## src/hw/codec_serial_cfg.svh

```systemverilog
// constants for the codec serial mode and frame sync block
// Operation
// - version field in bits 29-32 or 17-20
// - modes three/four: each sync rise starts frame
// - modes one/two: sync high two bit clocks
// - longer sync high accepted beyond minimum
// - no per-word sync pulses needed, modes one/two
// - format select 00..11 gives modes one..four, except 11 with pin three low gives mode three
// - master select honoured only in modes three/four
// - master drives bit clock and frame sync
// - frame length from two length selects, modes three/four
// - mode three slave 11: bit clock is master clock
// - pin three low keeps legacy modes
`ifndef CODEC_SERIAL_CFG_SVH
`define CODEC_SERIAL_CFG_SVH

// version reported in the outgoing frame (4 bits)
`define CSM_VERSION 4'h1
// first and last frame bit of the version, 1-based from frame start
`define CSM_VER_FIRST_SDO 9'd29
`define CSM_VER_LAST_SDO 9'd32
`define CSM_VER_FIRST_CDO 9'd17
`define CSM_VER_LAST_CDO 9'd20
// sample word occupies frame bits 1..16
`define CSM_SAMPLE_LAST 9'd16
// frame lengths in bits
`define CSM_BPF_32 9'd32
`define CSM_BPF_64 9'd64
`define CSM_BPF_128 9'd128
`define CSM_BPF_256 9'd256
// sync high bit clocks needed in modes one and two
`define CSM_SYNC_MIN_LEGACY 2'd2
// core clock period and master bit clock half period
`define CSM_CLK_NS 100
`define CSM_BCLK_HALF_NS 400
`define CSM_BCLK_HALF_CYC ((`CSM_BCLK_HALF_NS + `CSM_CLK_NS - 1) / `CSM_CLK_NS)
// cycles of agreement before the configuration is captured
`define CSM_CFG_SETTLE 2'd3
// fifo shape
`define CSM_FIFO_DEPTH 4
`define CSM_SAMPLE_W 16

`endif

```

## src/hw/codec_serial_pkg.sv

```systemverilog
// types for the codec serial mode and frame sync block
package codec_serial_pkg;

	// serial port modes
	typedef enum logic [1:0] {
		serial_mode_one,
		serial_mode_two,
		serial_mode_three,
		serial_mode_four
	} serial_mode_e;

	// captured static configuration
	typedef struct packed {
		serial_mode_e mode;
		logic master;
		logic bclk_is_mclk;
		logic [8:0] frame_bits;
	} port_cfg_s;

	// raw selection pins
	typedef struct packed {
		logic port_format_sel_hi;
		logic port_format_sel_lo;
		logic serial_mode_pin_three;
		logic master_select;
		logic frame_length_sel_hi;
		logic frame_length_sel_lo;
	} sel_pins_s;

endpackage

```

## src/hw/codec_serial_mode_frame_sync.sv

```systemverilog
// serial mode selection, frame sync detection and frame output with sample fifo
`timescale 1ns/10ps
`include "codec_serial_cfg.svh"

// small flip-flop fifo, registered ready
module sample_fifo #(
	parameter int WIDTH = 16,
	parameter int DEPTH = 4
) (
	input wire logic clk,
	input wire logic rst_n,
	input wire logic in_valid,
	output logic in_ready,
	input wire logic [WIDTH-1:0] in_data,
	output logic out_valid,
	input wire logic out_ready,
	output logic [WIDTH-1:0] out_data
);
	localparam int AW = (DEPTH > 1) ? $clog2(DEPTH) : 1;
	// full mark sized one bit wider than the index so the depth itself fits
	localparam logic [AW:0] DEPTH_C = (AW+1)'(DEPTH);

	logic [WIDTH-1:0] mem [DEPTH]; // storage
	logic [AW-1:0] wr_ptr; // write index
	logic [AW-1:0] rd_ptr; // read index
	logic [AW:0] count; // words held
	logic push; // accepted write
	logic pop; // accepted read
	logic [AW:0] next_count; // count after this cycle

	assign push = in_valid & in_ready;
	assign pop = out_valid & out_ready;
	assign out_valid = (count != '0);
	assign out_data = mem[rd_ptr];

	// count update
	always_comb begin
		next_count = count;
		if (push & ~pop) begin
			next_count = count + 1'b1;
		end else if (pop & ~push) begin
			next_count = count - 1'b1;
		end
	end

	// pointers, count and registered ready
	always_ff @(posedge clk or negedge rst_n) begin
		if (!rst_n) begin
			wr_ptr <= '0;
			rd_ptr <= '0;
			count <= '0;
			in_ready <= 1'b0;
		end else begin
			count <= next_count;
			in_ready <= (next_count < DEPTH_C);
			if (push) begin
				wr_ptr <= (wr_ptr == AW'(DEPTH - 1)) ? '0 : wr_ptr + 1'b1;
			end
			if (pop) begin
				rd_ptr <= (rd_ptr == AW'(DEPTH - 1)) ? '0 : rd_ptr + 1'b1;
			end
		end
	end

	// one storage entry per word
	genvar gi;
	generate
		for (gi = 0; gi < DEPTH; gi++) begin : g_entry
			always_ff @(posedge clk) begin
				if (push && wr_ptr == AW'(gi)) begin
					mem[gi] <= in_data;
				end
			end
		end
	endgenerate
endmodule

// top: mode decode, bit clock, frame sync and frame shifter
module codec_serial_mode_frame_sync (
	input wire logic CLK,
	input wire logic RST_N,
	input wire logic PORT_FORMAT_SEL_HI,
	input wire logic PORT_FORMAT_SEL_LO,
	input wire logic SERIAL_MODE_PIN_THREE,
	input wire logic MASTER_SELECT,
	input wire logic FRAME_LENGTH_SEL_HI,
	input wire logic FRAME_LENGTH_SEL_LO,
	input wire logic BIT_CLOCK_IN,
	output logic BIT_CLOCK_OUT,
	output logic BIT_CLOCK_OE,
	input wire logic FRAME_SYNC_IN,
	output logic FRAME_SYNC_OUT,
	output logic FRAME_SYNC_OE,
	input wire logic SAMPLE_VALID,
	output logic SAMPLE_READY,
	input wire logic [`CSM_SAMPLE_W-1:0] SAMPLE_DATA,
	output logic SERIAL_DATA_OUT,
	output logic CONTROL_DATA_OUT,
	output logic FRAME_START,
	output logic CFG_VALID,
	output logic [1:0] MODE,
	output logic IS_MASTER,
	output logic BCLK_IS_MCLK,
	output logic [8:0] FRAME_BITS
);
	codec_serial_pkg::sel_pins_s pins_raw; // raw selection pins
	codec_serial_pkg::sel_pins_s pins_s1; // synchroniser stage one
	codec_serial_pkg::sel_pins_s pins_s2; // synchroniser stage two
	codec_serial_pkg::sel_pins_s pins_s3; // synchroniser stage three
	logic [1:0] settle; // agreement counter
	codec_serial_pkg::port_cfg_s cfg; // captured configuration
	codec_serial_pkg::port_cfg_s next_cfg; // decoded configuration
	logic cfg_valid; // configuration captured

	logic bclk_s1, bclk_s2, bclk_s3; // bit clock synchroniser
	logic bclk_lvl; // agreed bit clock level
	logic fs_s1, fs_s2, fs_s3; // frame sync synchroniser
	logic fs_lvl; // agreed frame sync level
	logic fs_prev; // frame sync at previous bit tick
	logic [1:0] fs_high; // bit ticks sync has been high
	logic [2:0] div; // master bit clock divider
	logic bclk_gen; // generated bit clock
	logic bit_tick; // one pulse per rising bit clock
	logic in_frame; // inside a frame
	logic [8:0] bit_num; // 1-based bit of the frame
	logic start_now; // frame begins at this tick
	logic [`CSM_SAMPLE_W-1:0] sample; // word being sent
	logic fifo_valid; // fifo holds a word
	logic [`CSM_SAMPLE_W-1:0] fifo_data; // fifo head word
	logic fifo_pop; // take a word at frame start
	logic [8:0] out_num; // bit number presented this tick
	logic [3:0] ver; // version field
	logic ver_sdo; // version bit slot on serial data out
	logic ver_cdo; // version bit slot on control data out
	logic [8:0] sdo_idx; // version index, serial data out
	logic [8:0] cdo_idx; // version index, control data out

	assign pins_raw = '{PORT_FORMAT_SEL_HI, PORT_FORMAT_SEL_LO, SERIAL_MODE_PIN_THREE,
		MASTER_SELECT, FRAME_LENGTH_SEL_HI, FRAME_LENGTH_SEL_LO};
	assign ver = `CSM_VERSION;

	// decode selection pins into a configuration
	always_comb begin
		next_cfg = '0;
		// format select picks the mode; pin three low keeps legacy modes
		unique case ({pins_s3.port_format_sel_hi, pins_s3.port_format_sel_lo})
			2'b00: next_cfg.mode = codec_serial_pkg::serial_mode_one;
			2'b01: next_cfg.mode = codec_serial_pkg::serial_mode_two;
			2'b10: next_cfg.mode = codec_serial_pkg::serial_mode_three;
			2'b11: next_cfg.mode = pins_s3.serial_mode_pin_three ?
				codec_serial_pkg::serial_mode_four : codec_serial_pkg::serial_mode_three;
		endcase
		// modes one and two are always slave
		next_cfg.master = pins_s3.master_select &
			(next_cfg.mode == codec_serial_pkg::serial_mode_three ||
			next_cfg.mode == codec_serial_pkg::serial_mode_four);
		// frame length table
		unique case (next_cfg.mode)
			codec_serial_pkg::serial_mode_one, codec_serial_pkg::serial_mode_two: begin
				next_cfg.frame_bits = `CSM_BPF_256;
			end
			codec_serial_pkg::serial_mode_three: begin
				if (!pins_s3.frame_length_sel_hi) begin
					next_cfg.frame_bits = pins_s3.frame_length_sel_lo ? `CSM_BPF_128 : `CSM_BPF_64;
				end else begin
					next_cfg.frame_bits = next_cfg.master ? `CSM_BPF_128 : `CSM_BPF_256;
				end
			end
			codec_serial_pkg::serial_mode_four: begin
				if (!pins_s3.frame_length_sel_hi) begin
					next_cfg.frame_bits = pins_s3.frame_length_sel_lo ? `CSM_BPF_64 : `CSM_BPF_32;
				end else begin
					next_cfg.frame_bits = next_cfg.master ? `CSM_BPF_64 : `CSM_BPF_128;
				end
			end
		endcase
		// bit clock doubles as master clock
		next_cfg.bclk_is_mclk = (next_cfg.mode == codec_serial_pkg::serial_mode_three) &
			~next_cfg.master & pins_s3.frame_length_sel_hi & pins_s3.frame_length_sel_lo;
	end

	// selection pin synchroniser and one-time capture
	always_ff @(posedge CLK or negedge RST_N) begin
		if (!RST_N) begin
			pins_s1 <= '0;
			pins_s2 <= '0;
			pins_s3 <= '0;
			settle <= 2'd0;
			cfg <= '0;
			cfg_valid <= 1'b0;
		end else begin
			pins_s1 <= pins_raw;
			pins_s2 <= pins_s1;
			pins_s3 <= pins_s2;
			if (pins_s2 != pins_s3) begin
				settle <= 2'd0;
			end else if (settle != `CSM_CFG_SETTLE) begin
				settle <= settle + 2'd1;
			end
			// captured once; later pin changes wait for the next reset
			if (!cfg_valid && settle == `CSM_CFG_SETTLE && pins_s2 == pins_s3) begin
				cfg <= next_cfg;
				cfg_valid <= 1'b1;
			end
		end
	end

	// link pin synchronisers, level taken when stages two and three agree
	always_ff @(posedge CLK or negedge RST_N) begin
		if (!RST_N) begin
			bclk_s1 <= 1'b0;
			bclk_s2 <= 1'b0;
			bclk_s3 <= 1'b0;
			bclk_lvl <= 1'b0;
			fs_s1 <= 1'b0;
			fs_s2 <= 1'b0;
			fs_s3 <= 1'b0;
			fs_lvl <= 1'b0;
		end else begin
			bclk_s1 <= BIT_CLOCK_IN;
			bclk_s2 <= bclk_s1;
			bclk_s3 <= bclk_s2;
			fs_s1 <= FRAME_SYNC_IN;
			fs_s2 <= fs_s1;
			fs_s3 <= fs_s2;
			if (bclk_s2 == bclk_s3) begin
				bclk_lvl <= bclk_s3;
			end
			if (fs_s2 == fs_s3) begin
				fs_lvl <= fs_s3;
			end
		end
	end

	// master bit clock divider and bit tick
	always_ff @(posedge CLK or negedge RST_N) begin
		if (!RST_N) begin
			div <= 3'd0;
			bclk_gen <= 1'b0;
			bit_tick <= 1'b0;
		end else begin
			bit_tick <= 1'b0;
			if (cfg_valid && cfg.master) begin
				// generate the bit clock ourselves
				if (div == 3'(`CSM_BCLK_HALF_CYC - 1)) begin
					div <= 3'd0;
					bclk_gen <= ~bclk_gen;
					bit_tick <= ~bclk_gen;
				end else begin
					div <= div + 3'd1;
				end
			end else if (cfg_valid) begin
				// slave: rising edge of the far end's bit clock
				bclk_gen <= bclk_lvl;
				bit_tick <= bclk_lvl & ~bclk_gen;
			end
		end
	end

	// frame start decision at each bit tick
	always_comb begin
		start_now = 1'b0;
		if (cfg.master) begin
			// own frames run back to back
			start_now = ~in_frame | (bit_num == cfg.frame_bits);
		end else if (cfg.mode == codec_serial_pkg::serial_mode_three ||
			cfg.mode == codec_serial_pkg::serial_mode_four) begin
			// any rising sync starts a frame, its length ignored
			start_now = fs_lvl & ~fs_prev;
		end else begin
			// second tick of sync high starts a frame, longer high ignored
			start_now = fs_lvl & (fs_high == `CSM_SYNC_MIN_LEGACY - 2'd1);
		end
	end

	// sync history, frame position and sample hand-off
	always_ff @(posedge CLK or negedge RST_N) begin
		if (!RST_N) begin
			fs_prev <= 1'b0;
			fs_high <= 2'd0;
			in_frame <= 1'b0;
			bit_num <= 9'd0;
			sample <= '0;
		end else if (bit_tick) begin
			fs_prev <= fs_lvl;
			if (!fs_lvl) begin
				fs_high <= 2'd0;
			end else if (fs_high != 2'd3) begin
				fs_high <= fs_high + 2'd1;
			end
			if (start_now) begin
				in_frame <= 1'b1;
				bit_num <= 9'd1;
				sample <= fifo_valid ? fifo_data : '0;
			end else if (in_frame && bit_num == cfg.frame_bits) begin
				// frame ends; words need no sync of their own
				in_frame <= 1'b0;
			end else if (in_frame) begin
				bit_num <= bit_num + 9'd1;
			end
		end
	end

	assign fifo_pop = bit_tick & start_now;
	assign out_num = (bit_tick & start_now) ? 9'd1 : bit_num + 9'd1;
	assign ver_sdo = (out_num >= `CSM_VER_FIRST_SDO) && (out_num <= `CSM_VER_LAST_SDO);
	assign ver_cdo = (out_num >= `CSM_VER_FIRST_CDO) && (out_num <= `CSM_VER_LAST_CDO);
	assign sdo_idx = `CSM_VER_LAST_SDO - out_num;
	assign cdo_idx = `CSM_VER_LAST_CDO - out_num;

	// serial and control data out, msb first
	always_ff @(posedge CLK or negedge RST_N) begin
		if (!RST_N) begin
			SERIAL_DATA_OUT <= 1'b0;
			CONTROL_DATA_OUT <= 1'b0;
		end else if (bit_tick) begin
			if (!(start_now || (in_frame && bit_num != cfg.frame_bits))) begin
				SERIAL_DATA_OUT <= 1'b0;
				CONTROL_DATA_OUT <= 1'b0;
			end else begin
				if (out_num <= `CSM_SAMPLE_LAST) begin
					SERIAL_DATA_OUT <= start_now ? (fifo_valid & fifo_data[`CSM_SAMPLE_W-1]) :
						sample[4'(`CSM_SAMPLE_LAST - out_num)];
				end else if (ver_sdo && cfg.mode != codec_serial_pkg::serial_mode_four) begin
					SERIAL_DATA_OUT <= ver[2'(sdo_idx)];
				end else begin
					SERIAL_DATA_OUT <= 1'b0;
				end
				if (ver_cdo && cfg.mode == codec_serial_pkg::serial_mode_four) begin
					CONTROL_DATA_OUT <= ver[2'(cdo_idx)];
				end else begin
					CONTROL_DATA_OUT <= 1'b0;
				end
			end
		end
	end

	// pin drive and status outputs
	always_ff @(posedge CLK or negedge RST_N) begin
		if (!RST_N) begin
			BIT_CLOCK_OUT <= 1'b0;
			BIT_CLOCK_OE <= 1'b0;
			FRAME_SYNC_OUT <= 1'b0;
			FRAME_SYNC_OE <= 1'b0;
			FRAME_START <= 1'b0;
			CFG_VALID <= 1'b0;
			MODE <= 2'd0;
			IS_MASTER <= 1'b0;
			BCLK_IS_MCLK <= 1'b0;
			FRAME_BITS <= 9'd0;
		end else begin
			// master drives both link pins, slave leaves them
			BIT_CLOCK_OE <= cfg_valid & cfg.master;
			FRAME_SYNC_OE <= cfg_valid & cfg.master;
			BIT_CLOCK_OUT <= cfg_valid & cfg.master & bclk_gen;
			if (bit_tick && cfg.master) begin
				FRAME_SYNC_OUT <= start_now; // one bit clock high per frame
			end else if (!cfg.master) begin
				FRAME_SYNC_OUT <= 1'b0;
			end
			FRAME_START <= fifo_pop;
			CFG_VALID <= cfg_valid;
			MODE <= cfg.mode;
			IS_MASTER <= cfg.master;
			BCLK_IS_MCLK <= cfg.bclk_is_mclk;
			FRAME_BITS <= cfg.frame_bits;
		end
	end

	sample_fifo #(
		.WIDTH(`CSM_SAMPLE_W),
		.DEPTH(`CSM_FIFO_DEPTH)
	) u_fifo (
		.clk(CLK),
		.rst_n(RST_N),
		.in_valid(SAMPLE_VALID),
		.in_ready(SAMPLE_READY),
		.in_data(SAMPLE_DATA),
		.out_valid(fifo_valid),
		.out_ready(fifo_pop),
		.out_data(fifo_data)
	);
endmodule

```

## config.mk

```make
export PLATFORM = sky130hd
export DESIGN_NAME = codec_serial_mode_frame_sync
export DESIGN_NICKNAME = d
export VERILOG_FILES = /design/src/hw/codec_serial_pkg.sv /design/src/hw/codec_serial_mode_frame_sync.sv
export VERILOG_INCLUDE_DIRS = /design/src /design/src/hw
export SDC_FILE = /design/constraint.sdc
export NUM_CORES = 1
export LEC_CHECK = 0
export BUFFER_PORTS_ARGS = -buffer_cell sky130_fd_sc_hd__buf_2
export CAP_MARGIN = 20
export CORE_MARGIN = 4
export CORE_UTILIZATION = 25
export CTS_CLUSTER_SIZE = 14
export DETAILED_ROUTE_END_ITERATION = 16
export PLACE_DENSITY = 0.41
export SLEW_MARGIN = 20
export SYNTH_ARGS = -nofsm -noshare
export SYNTH_HDL_FRONTEND = slang
export SYNTH_HIERARCHICAL = 1
export SYNTH_SLANG_ARGS = --single-unit
export TNS_END_PERCENT = 20
```

## constraint.sdc

```tcl
create_clock -name CLK -period 4.3 [get_ports CLK]
set_clock_uncertainty 0.1 [all_clocks]
set_input_delay 0.215 -clock CLK [delete_from_list [all_inputs] [get_ports CLK]]
set_output_delay 0.215 -clock CLK [all_outputs]
set_load 0.005 [all_outputs]
```

==> run metrics, run 1 <==
CTS buffer count=17; htree depth=4; Most Crowded Layer GR=met2; Clock transition at path regs=roughly 0.070 ns; switching power total=~990 uW; status=finished clean; pin count of the biggest net entering global routing=between 60 and 70; Seq pwr share=48.6%; first-pass GRT wire length=approximately 23000 um; 1st-iter DRT viols=276; CP endpoint kind=flip-flop; Reg2Reg Depth=12; P&R area growth vs syn=20.7%; critical path's largest stage delay=~0.52 ns; fmax=between 200 and 300 MHz; routed wire length=roughly 14000 um; Final period util=a little under nine tenths; sequential area share after synthesis=between 60 and 70%; maximum VDD drop=approximately 220 uV; startpoint type of the worst setup path=flip-flop; Vias=4119; Synth area leader=dfrtp_1; met3 global-route usage=about 2.5%; Hold Vio Cnt, Final=0; Worst-Skew Late Latency=between 0.4 and 0.5 ns; Post-synth EDFFs=64; Yosys reg bits=158; Rel. slew slack=36.0%; Worst Setup SP=bit_num[0]; WS Path Type=reg -> reg; Req. time, crit path=about 4.6 ns; Setup WS pre-CTS=about 0.63 ns; TritonRoute pass-1 iters=4; min cycle time layout=3.66 ns; Cell variety after synth=62; Die W=between 150 and 200 um; RSZ-0062 raised after global routing=no; final setup fails=0; Sw Share=between 20 and 30%; most numerous cell in the Yosys netlist=dfrtp_1; max cap viols=0; Commonest cells post-synth=94 x dfrtp_1, 64 x edfxtp_1, 39 x inv_1; TritonCTS clock tree=done; Worst EP arrival=roughly 3.9 ns; Synth Area per Inst=approximately 13 um^2; share of cells above drive strength 1=16.8%; DRC Markers=0; Setup TNS=0 ns; Max clock buf depth=2; final-report max-slew violation count=0; RR Startpoint=bit_num[0]; IO buf count=between 40 and 50; post-synth top area share=between 30% and 40%; met2 usage=approximately 16%; I/O pins=slightly below 50; Synth warnings=6; initial antenna violation count=0; effective utilization at floorplan=between 20% and 30%; cell breakdown of the critical path=inv_1 > ha_1 > or4b_4 > or4_4 > o2111ai_4 > ha_1 > nand3_1 > and4b_1 > o221ai_1 > o221ai_1 > o2111ai_1 > o21ai_1; Comb power frac=under 10%; hold_sp=pins_s1[0]; Slowest-stage cell, CP=or4_4; Cell Area, Synth=about 6800 um^2; Int Pwr=about 2.7 mW; CTS sink count=about 160; die footprint=~30000 um^2; M1 GR Usage=between 10% and 20%; WHS Path Cells=0; core area=between 20000 and 30000 um^2; GRT Resource Usage Total=9.91%; total setup buffers inserted after CTS=0; final worst setup slack=about 0.64 ns; Detailed Place HPWL=around 9200 um; via density per instance=about 4.5; Clock power frac=between 40% and 50%; Layout Nets=~620; vias in the first global route=between 4000 and 5000; Inserted Diodes=0; Post-Syn Instances=507; measured slew at the worst slew-check pin=0.959 ns; top post-synthesis cells by area=dfrtp_1 35%, edfxtp_1 28%, ha_1 3.1%; global placer's final weighted congestion=0.807; GRT overflow=0; clock root cell=clkbuf_16; ys flop type=dfrtp_1; asr flop ratio synth=59.5%; power per cell area=452 nW/um^2; leakage=around 3.3 nW; row count=59; worst hold-check path type=reg -> reg; drt wl/cell=roughly 15 um; Final ANT Viol Nets=0; CP max FO=10; Die Y=between 150 and 200 um
## worst max-delay path: cells and delay by family, from the launching register on
family / cells / cell delay (ns)
DFF: 1 / 0.48
AOI/OAI and AO/OA: 5 / 1.05
and+or+nand+nor: 4 / 1.31
adders and majority gates: 2 / 0.43
buffers and inverters: 1 / 0.22
## state kept, by name, indices dropped and copies added (netlist names), 4 cells and up, named ones only
signal,flops
u_fifo/mem,64
cfg,8
pins_s2,6
bit_num,9
pins_s1,6
sample,16
pins_s3,6
FRAME_BITS,4
## kinds of logic after synthesis
| group | count (synthesis) | synth area share (%) |
|---|---|---|
| DFF | 158 | 63.2 |
| adders and majority gates | 19 | 3.44 |
| buffers and inverters | 65 | 4.63 |
| and+or+nand+nor | 121 | 9.16 |
| other | 1 | 0.0555 |
| muxes | 31 | 8.09 |
| xor gates and xnor gates | 20 | 2.59 |
| AOI/OAI and AO/OA | 92 | 8.79 |
## power by group through the flow
stage | combinational (mW) | sequential [mW] | clock (mW)
final | 0.345 | 1.79 | 1.55
after global routing | 0.392 | 1.81 | 1.67
after CTS | 0.360 | 1.79 | 1.60
after detailed placement | 0.339 | 1.83 | 0
after global placement | 0.333 | 1.82 | 0
after floorplan | 0.215 | 1.80 | 0
## final timing paths
path	endpoint	slack [ns]
worst max-delay path	SERIAL_DATA_OUT	0.64
min in group asynchronous	FRAME_SYNC_OE	0.31
worst min-delay path	pins_s2[0]	0.25
max in group asynchronous	MODE[1]	2.86
worst min register to register	pins_s2[0]	0.25
worst max register to register	SERIAL_DATA_OUT	0.64
## final cells by class
| type | instances | area [um^2] |
|---|---|---|
| repair buffers | 73 | 508 |
| clock buffers | 17 | 425 |
| fillers | 2633 | 18200 |
| multi-input cells | 288 | 2190 |
| clock inverters | 15 | 195 |
| flip-flops and latches | 158 | 4270 |
| inverters | 39 | 146 |
| well taps | 335 | 419 |
## per-layer routing
metal,part of all wire (%),vias up
met2,47,68
met5,0,-
li1,-,1964
met4,1.4,0
met3,4.4,16
met1,47,2071
## cell usage in the layout (no fill, tap or decap), drive strengths merged, types with 4 or more instances in the layout
master       netlist  final
dfrtp             94     94
nand2             27     27
clkbuf            10     17
mux2i             10     10
mux2               5      5
nor2b              6      6
xnor2             10     10
o21ai             46     46
nand3             30     30
buf               16     47
o2111ai            4      4
clkinv             0      6
ha                17     17
and3               8      8
xor2              10     10
o211ai             4      4
dlygate4sd3        0     26
inv               39     47
mux4              16     16
conb               1      5
nor2              23     23
nor3               5      5
a21oi             10     10
edfxtp            64     64
## stage by stage
stage / instances / instance area, um^2 / hold WS [ns] / util [%] / total power [mW]
after detailed placement: 867 / 7270 / 0.224 / 27.6 / 2.16
after global routing: 925 / 8160 / 0.255 / 30.9 / 3.87
after floorplan: 511 / 6770 / -0.181 / - / 2.02
after global placement: 867 / 7270 / 0.226 / 27.6 / 2.15
after CTS: 925 / 8160 / 0.253 / 30.9 / 3.76
final: 925 / 8160 / 0.249 / 30.9 / 3.68
## timing repair
action	4_1_cts	5_1_grt
endpoints found under the hold margin	133	0
resized for setup	0	0
hold buffers	26	0
Power figures use the tool's default switching activity.
==> run 2, diff against run 1 <==
==> constraint.sdc (replaced) <==
create_clock -name CLK -period 4.3 [get_ports CLK]
set_clock_uncertainty 0.1 [all_clocks]
set_input_delay 0.43 -clock CLK [delete_from_list [all_inputs] [get_ports CLK]]
set_output_delay 0.43 -clock CLK [all_outputs]
set_load 0.005 [all_outputs]
==> run 2 against run 1 <==
  * Sequential power barely moved
  * Wire length rose by 0.21%
  * Highest routed layer unchanged
  * Hold slack got worse by 0.24 ns
  * Global-route usage fell by 0.14 points
  * Non-clock buffer count fell by 18
  * Setup slack got worse by 0.075 ns
  * Critical path type unchanged
  * First-iteration DRC count did not move
  * Power fell by 2.0%
  * Cell count fell by 1.9%
==> run metrics, run 2 (synthesized netlist as in run 1, its figures left out) <==
initial antenna violation count=0 (unchanged); 1st-iter DRT viols=276 (unchanged); core area=26400 um^2 (unchanged); CP max FO=10 (unchanged); via density per instance=4.45 (-0.14%); Detailed Place HPWL=9120 um (-0.68%); Max clock buf depth=2 (unchanged); Post-CTS Hold Buffers=8 (-69%); final hold slack=0.00827 ns (-0.240 ns); worst hold-check path type=in -> async; Multi-input gate area=2190 um^2 (unchanged); row count=59 (unchanged); TritonCTS clock tree=done; htree depth=4 (unchanged); Biggest register=u_fifo/mem; leakage=3.23 nW (-2.9%); CP endpoint kind=flip-flop; M1 GR Usage=13.1% (-0.25 points); # fillers=2639 (+0.23%); met2 usage=15.4% (-0.32 points); final-report max-slew violation count=0 (unchanged); final setup fails=0 (unchanged); Die W=172 um (unchanged); drt wl/cell=15.1 um (+2.2%); P&R area growth vs syn=17.6%; Die Y=172 um (unchanged); fmax=268 MHz (-2.0%); Rel. slew slack=35.7% (-0.35 points); number of flip-flops in the largest register=64 (unchanged); Worst EP arrival=3.99 ns (+0.08 ns); commonest non-fill, non-tap cells in the layout=94 x dfrtp_1, 64 x edfxtp_1, 42 x buf_2; I/O pins=49 (unchanged); reg2reg setup slack=0.56 ns (-0.08 ns); post-CTS resize count=0 (unchanged); effective utilization at floorplan=25.6% (unchanged); Final ANT Viol Nets=0 (unchanged); total setup buffers inserted after CTS=0 (unchanged); die footprint=29700 um^2 (unchanged); share of cells above drive strength 1=17.3% (+0.53 points); TritonRoute pass-1 iters=5 (+1); Vias=4033 (-2.1%); max cap viols=0 (unchanged); maximum VDD drop=216 uV (-2.1%); Clock transition at path regs=0.07 ns (about the same); worst r2r dst=SERIAL_DATA_OUT; Req. time, crit path=4.55 ns (about the same); DRC Markers=0 (unchanged); GRT overflow=0 (unchanged); Setup WS pre-CTS=0.584 ns (-0.0479 ns); pin count of the biggest net entering global routing=68 (+9.7%); top flop regs=u_fifo/mem: 64 flops, sample: 16 flops, bit_num: 9 flops; first-pass GRT wire length=22600 um (-1.0%); Inserted Diodes=0 (unchanged); WS Path Type=reg -> reg; status=finished clean; Layout Nets=603 (-2.9%); Worst-Skew Late Latency=0.43 ns (about the same); RSZ-0062 raised after global routing=no; clock root cell=clkbuf_16; Most Crowded Layer GR=met2; CTS sink count=158 (unchanged); CTS buffer count=17 (unchanged); IO buf count=43 (unchanged); Register Area=4270 um^2 (unchanged); RR Startpoint=bit_num[0]; min cycle time layout=3.74 ns (+0.0751 ns); measured slew at the worst slew-check pin=0.965 ns (+0.00529 ns); global placer's final weighted congestion=0.800 (-0.85%); met3 global-route usage=2.97% (+0.46 points); startpoint type of the worst setup path=flip-flop; routed wire length=13700 um (+0.21%); Hold Vio Cnt, Final=0 (unchanged); Reg2Reg Depth=12 (unchanged); GRT Resource Usage Total=9.78% (-0.14 points); most common cell after layout, fill and taps aside=dfrtp_1; final worst setup slack=0.562 ns (-0.0751 ns); power per cell area=454 nW/um^2 (+0.50%); Final period util=86.9% (+1.7 points); vias in the first global route=4202 (+0.048%); Setup TNS=0 ns (unchanged)
[run 2: cell types whose count changed in the layout (fill, tap and decap cells not counted)]
| cell | delta |
|---|---|
| bufinv_16 | -1 |
| clkinvlp_4 | +3 |
| inv_6 | -4 |
| clkinv_8 | -1 |
| inv_8 | +3 |
| dlygate4sd3_1 | -18 |
[run 2: layout make-up]
cell class	count	area share, %
sequential	158	53.8
timing repair buffer	55	4.12
clock buffer	17	5.35
multi-input combinational	288	27.5
inverter	39	1.84
tap	335	5.27
clock inverter	15	2.14
[run 2: power breakdown]
group / total (mW) / internal, mW / switching (mW)
Sequential: 1.79 / 1.74 / 0.0537
Clock: 1.49 / 0.781 / 0.706
Combinational: 0.329 / 0.106 / 0.223
Total: 3.61 / 2.63 / 0.983
[run 2: per-stage QoR]
stage	utilization, %	instances	power, mW	instance area [um^2]
detailed placement	27.6	867	2.16	7270
CTS	30.2	907	3.68	7950
floorplan	-	511	2.02	6770
finish	30.2	907	3.61	7950
global placement	27.6	867	2.15	7270
global route	30.2	907	3.79	7950
[run 2: layer usage]
metal	part of all wire, %	vias to the layer above
met5	0	-
met4	1.1	0
met3	5.0	11
met2	46	90
met1	47	1988
li1	-	1944
[run 2: worst max path at each step]
stage | startpoint | to | slack [ns] | cells past startpoint
finish | bit_num[0] | SERIAL_DATA_OUT | 0.56 | 12
CTS | bit_num[0] | SERIAL_DATA_OUT | 0.57 | 12
global placement | bit_num[0] | SERIAL_DATA_OUT | 0.69 | 12
global route | bit_num[0] | SERIAL_DATA_OUT | 0.29 | 12
floorplan | bit_num[0] | flip-flop | 0.93 | 12
detailed placement | bit_num[0] | SERIAL_DATA_OUT | 0.58 | 12
[run 2: critical path, cell delays in order, from the launching register on]
cell and delay (ns):
dfrtp_1 0.48, inv_1 0.23, ha_1 0.17, or4b_4 0.47, or4_4 0.52, o2111ai_4 0.38
ha_1 0.26, nand3_1 0.08, and4b_1 0.26, o221ai_1 0.15, o221ai_1 0.27, o2111ai_1 0.15
o21ai_1 0.14
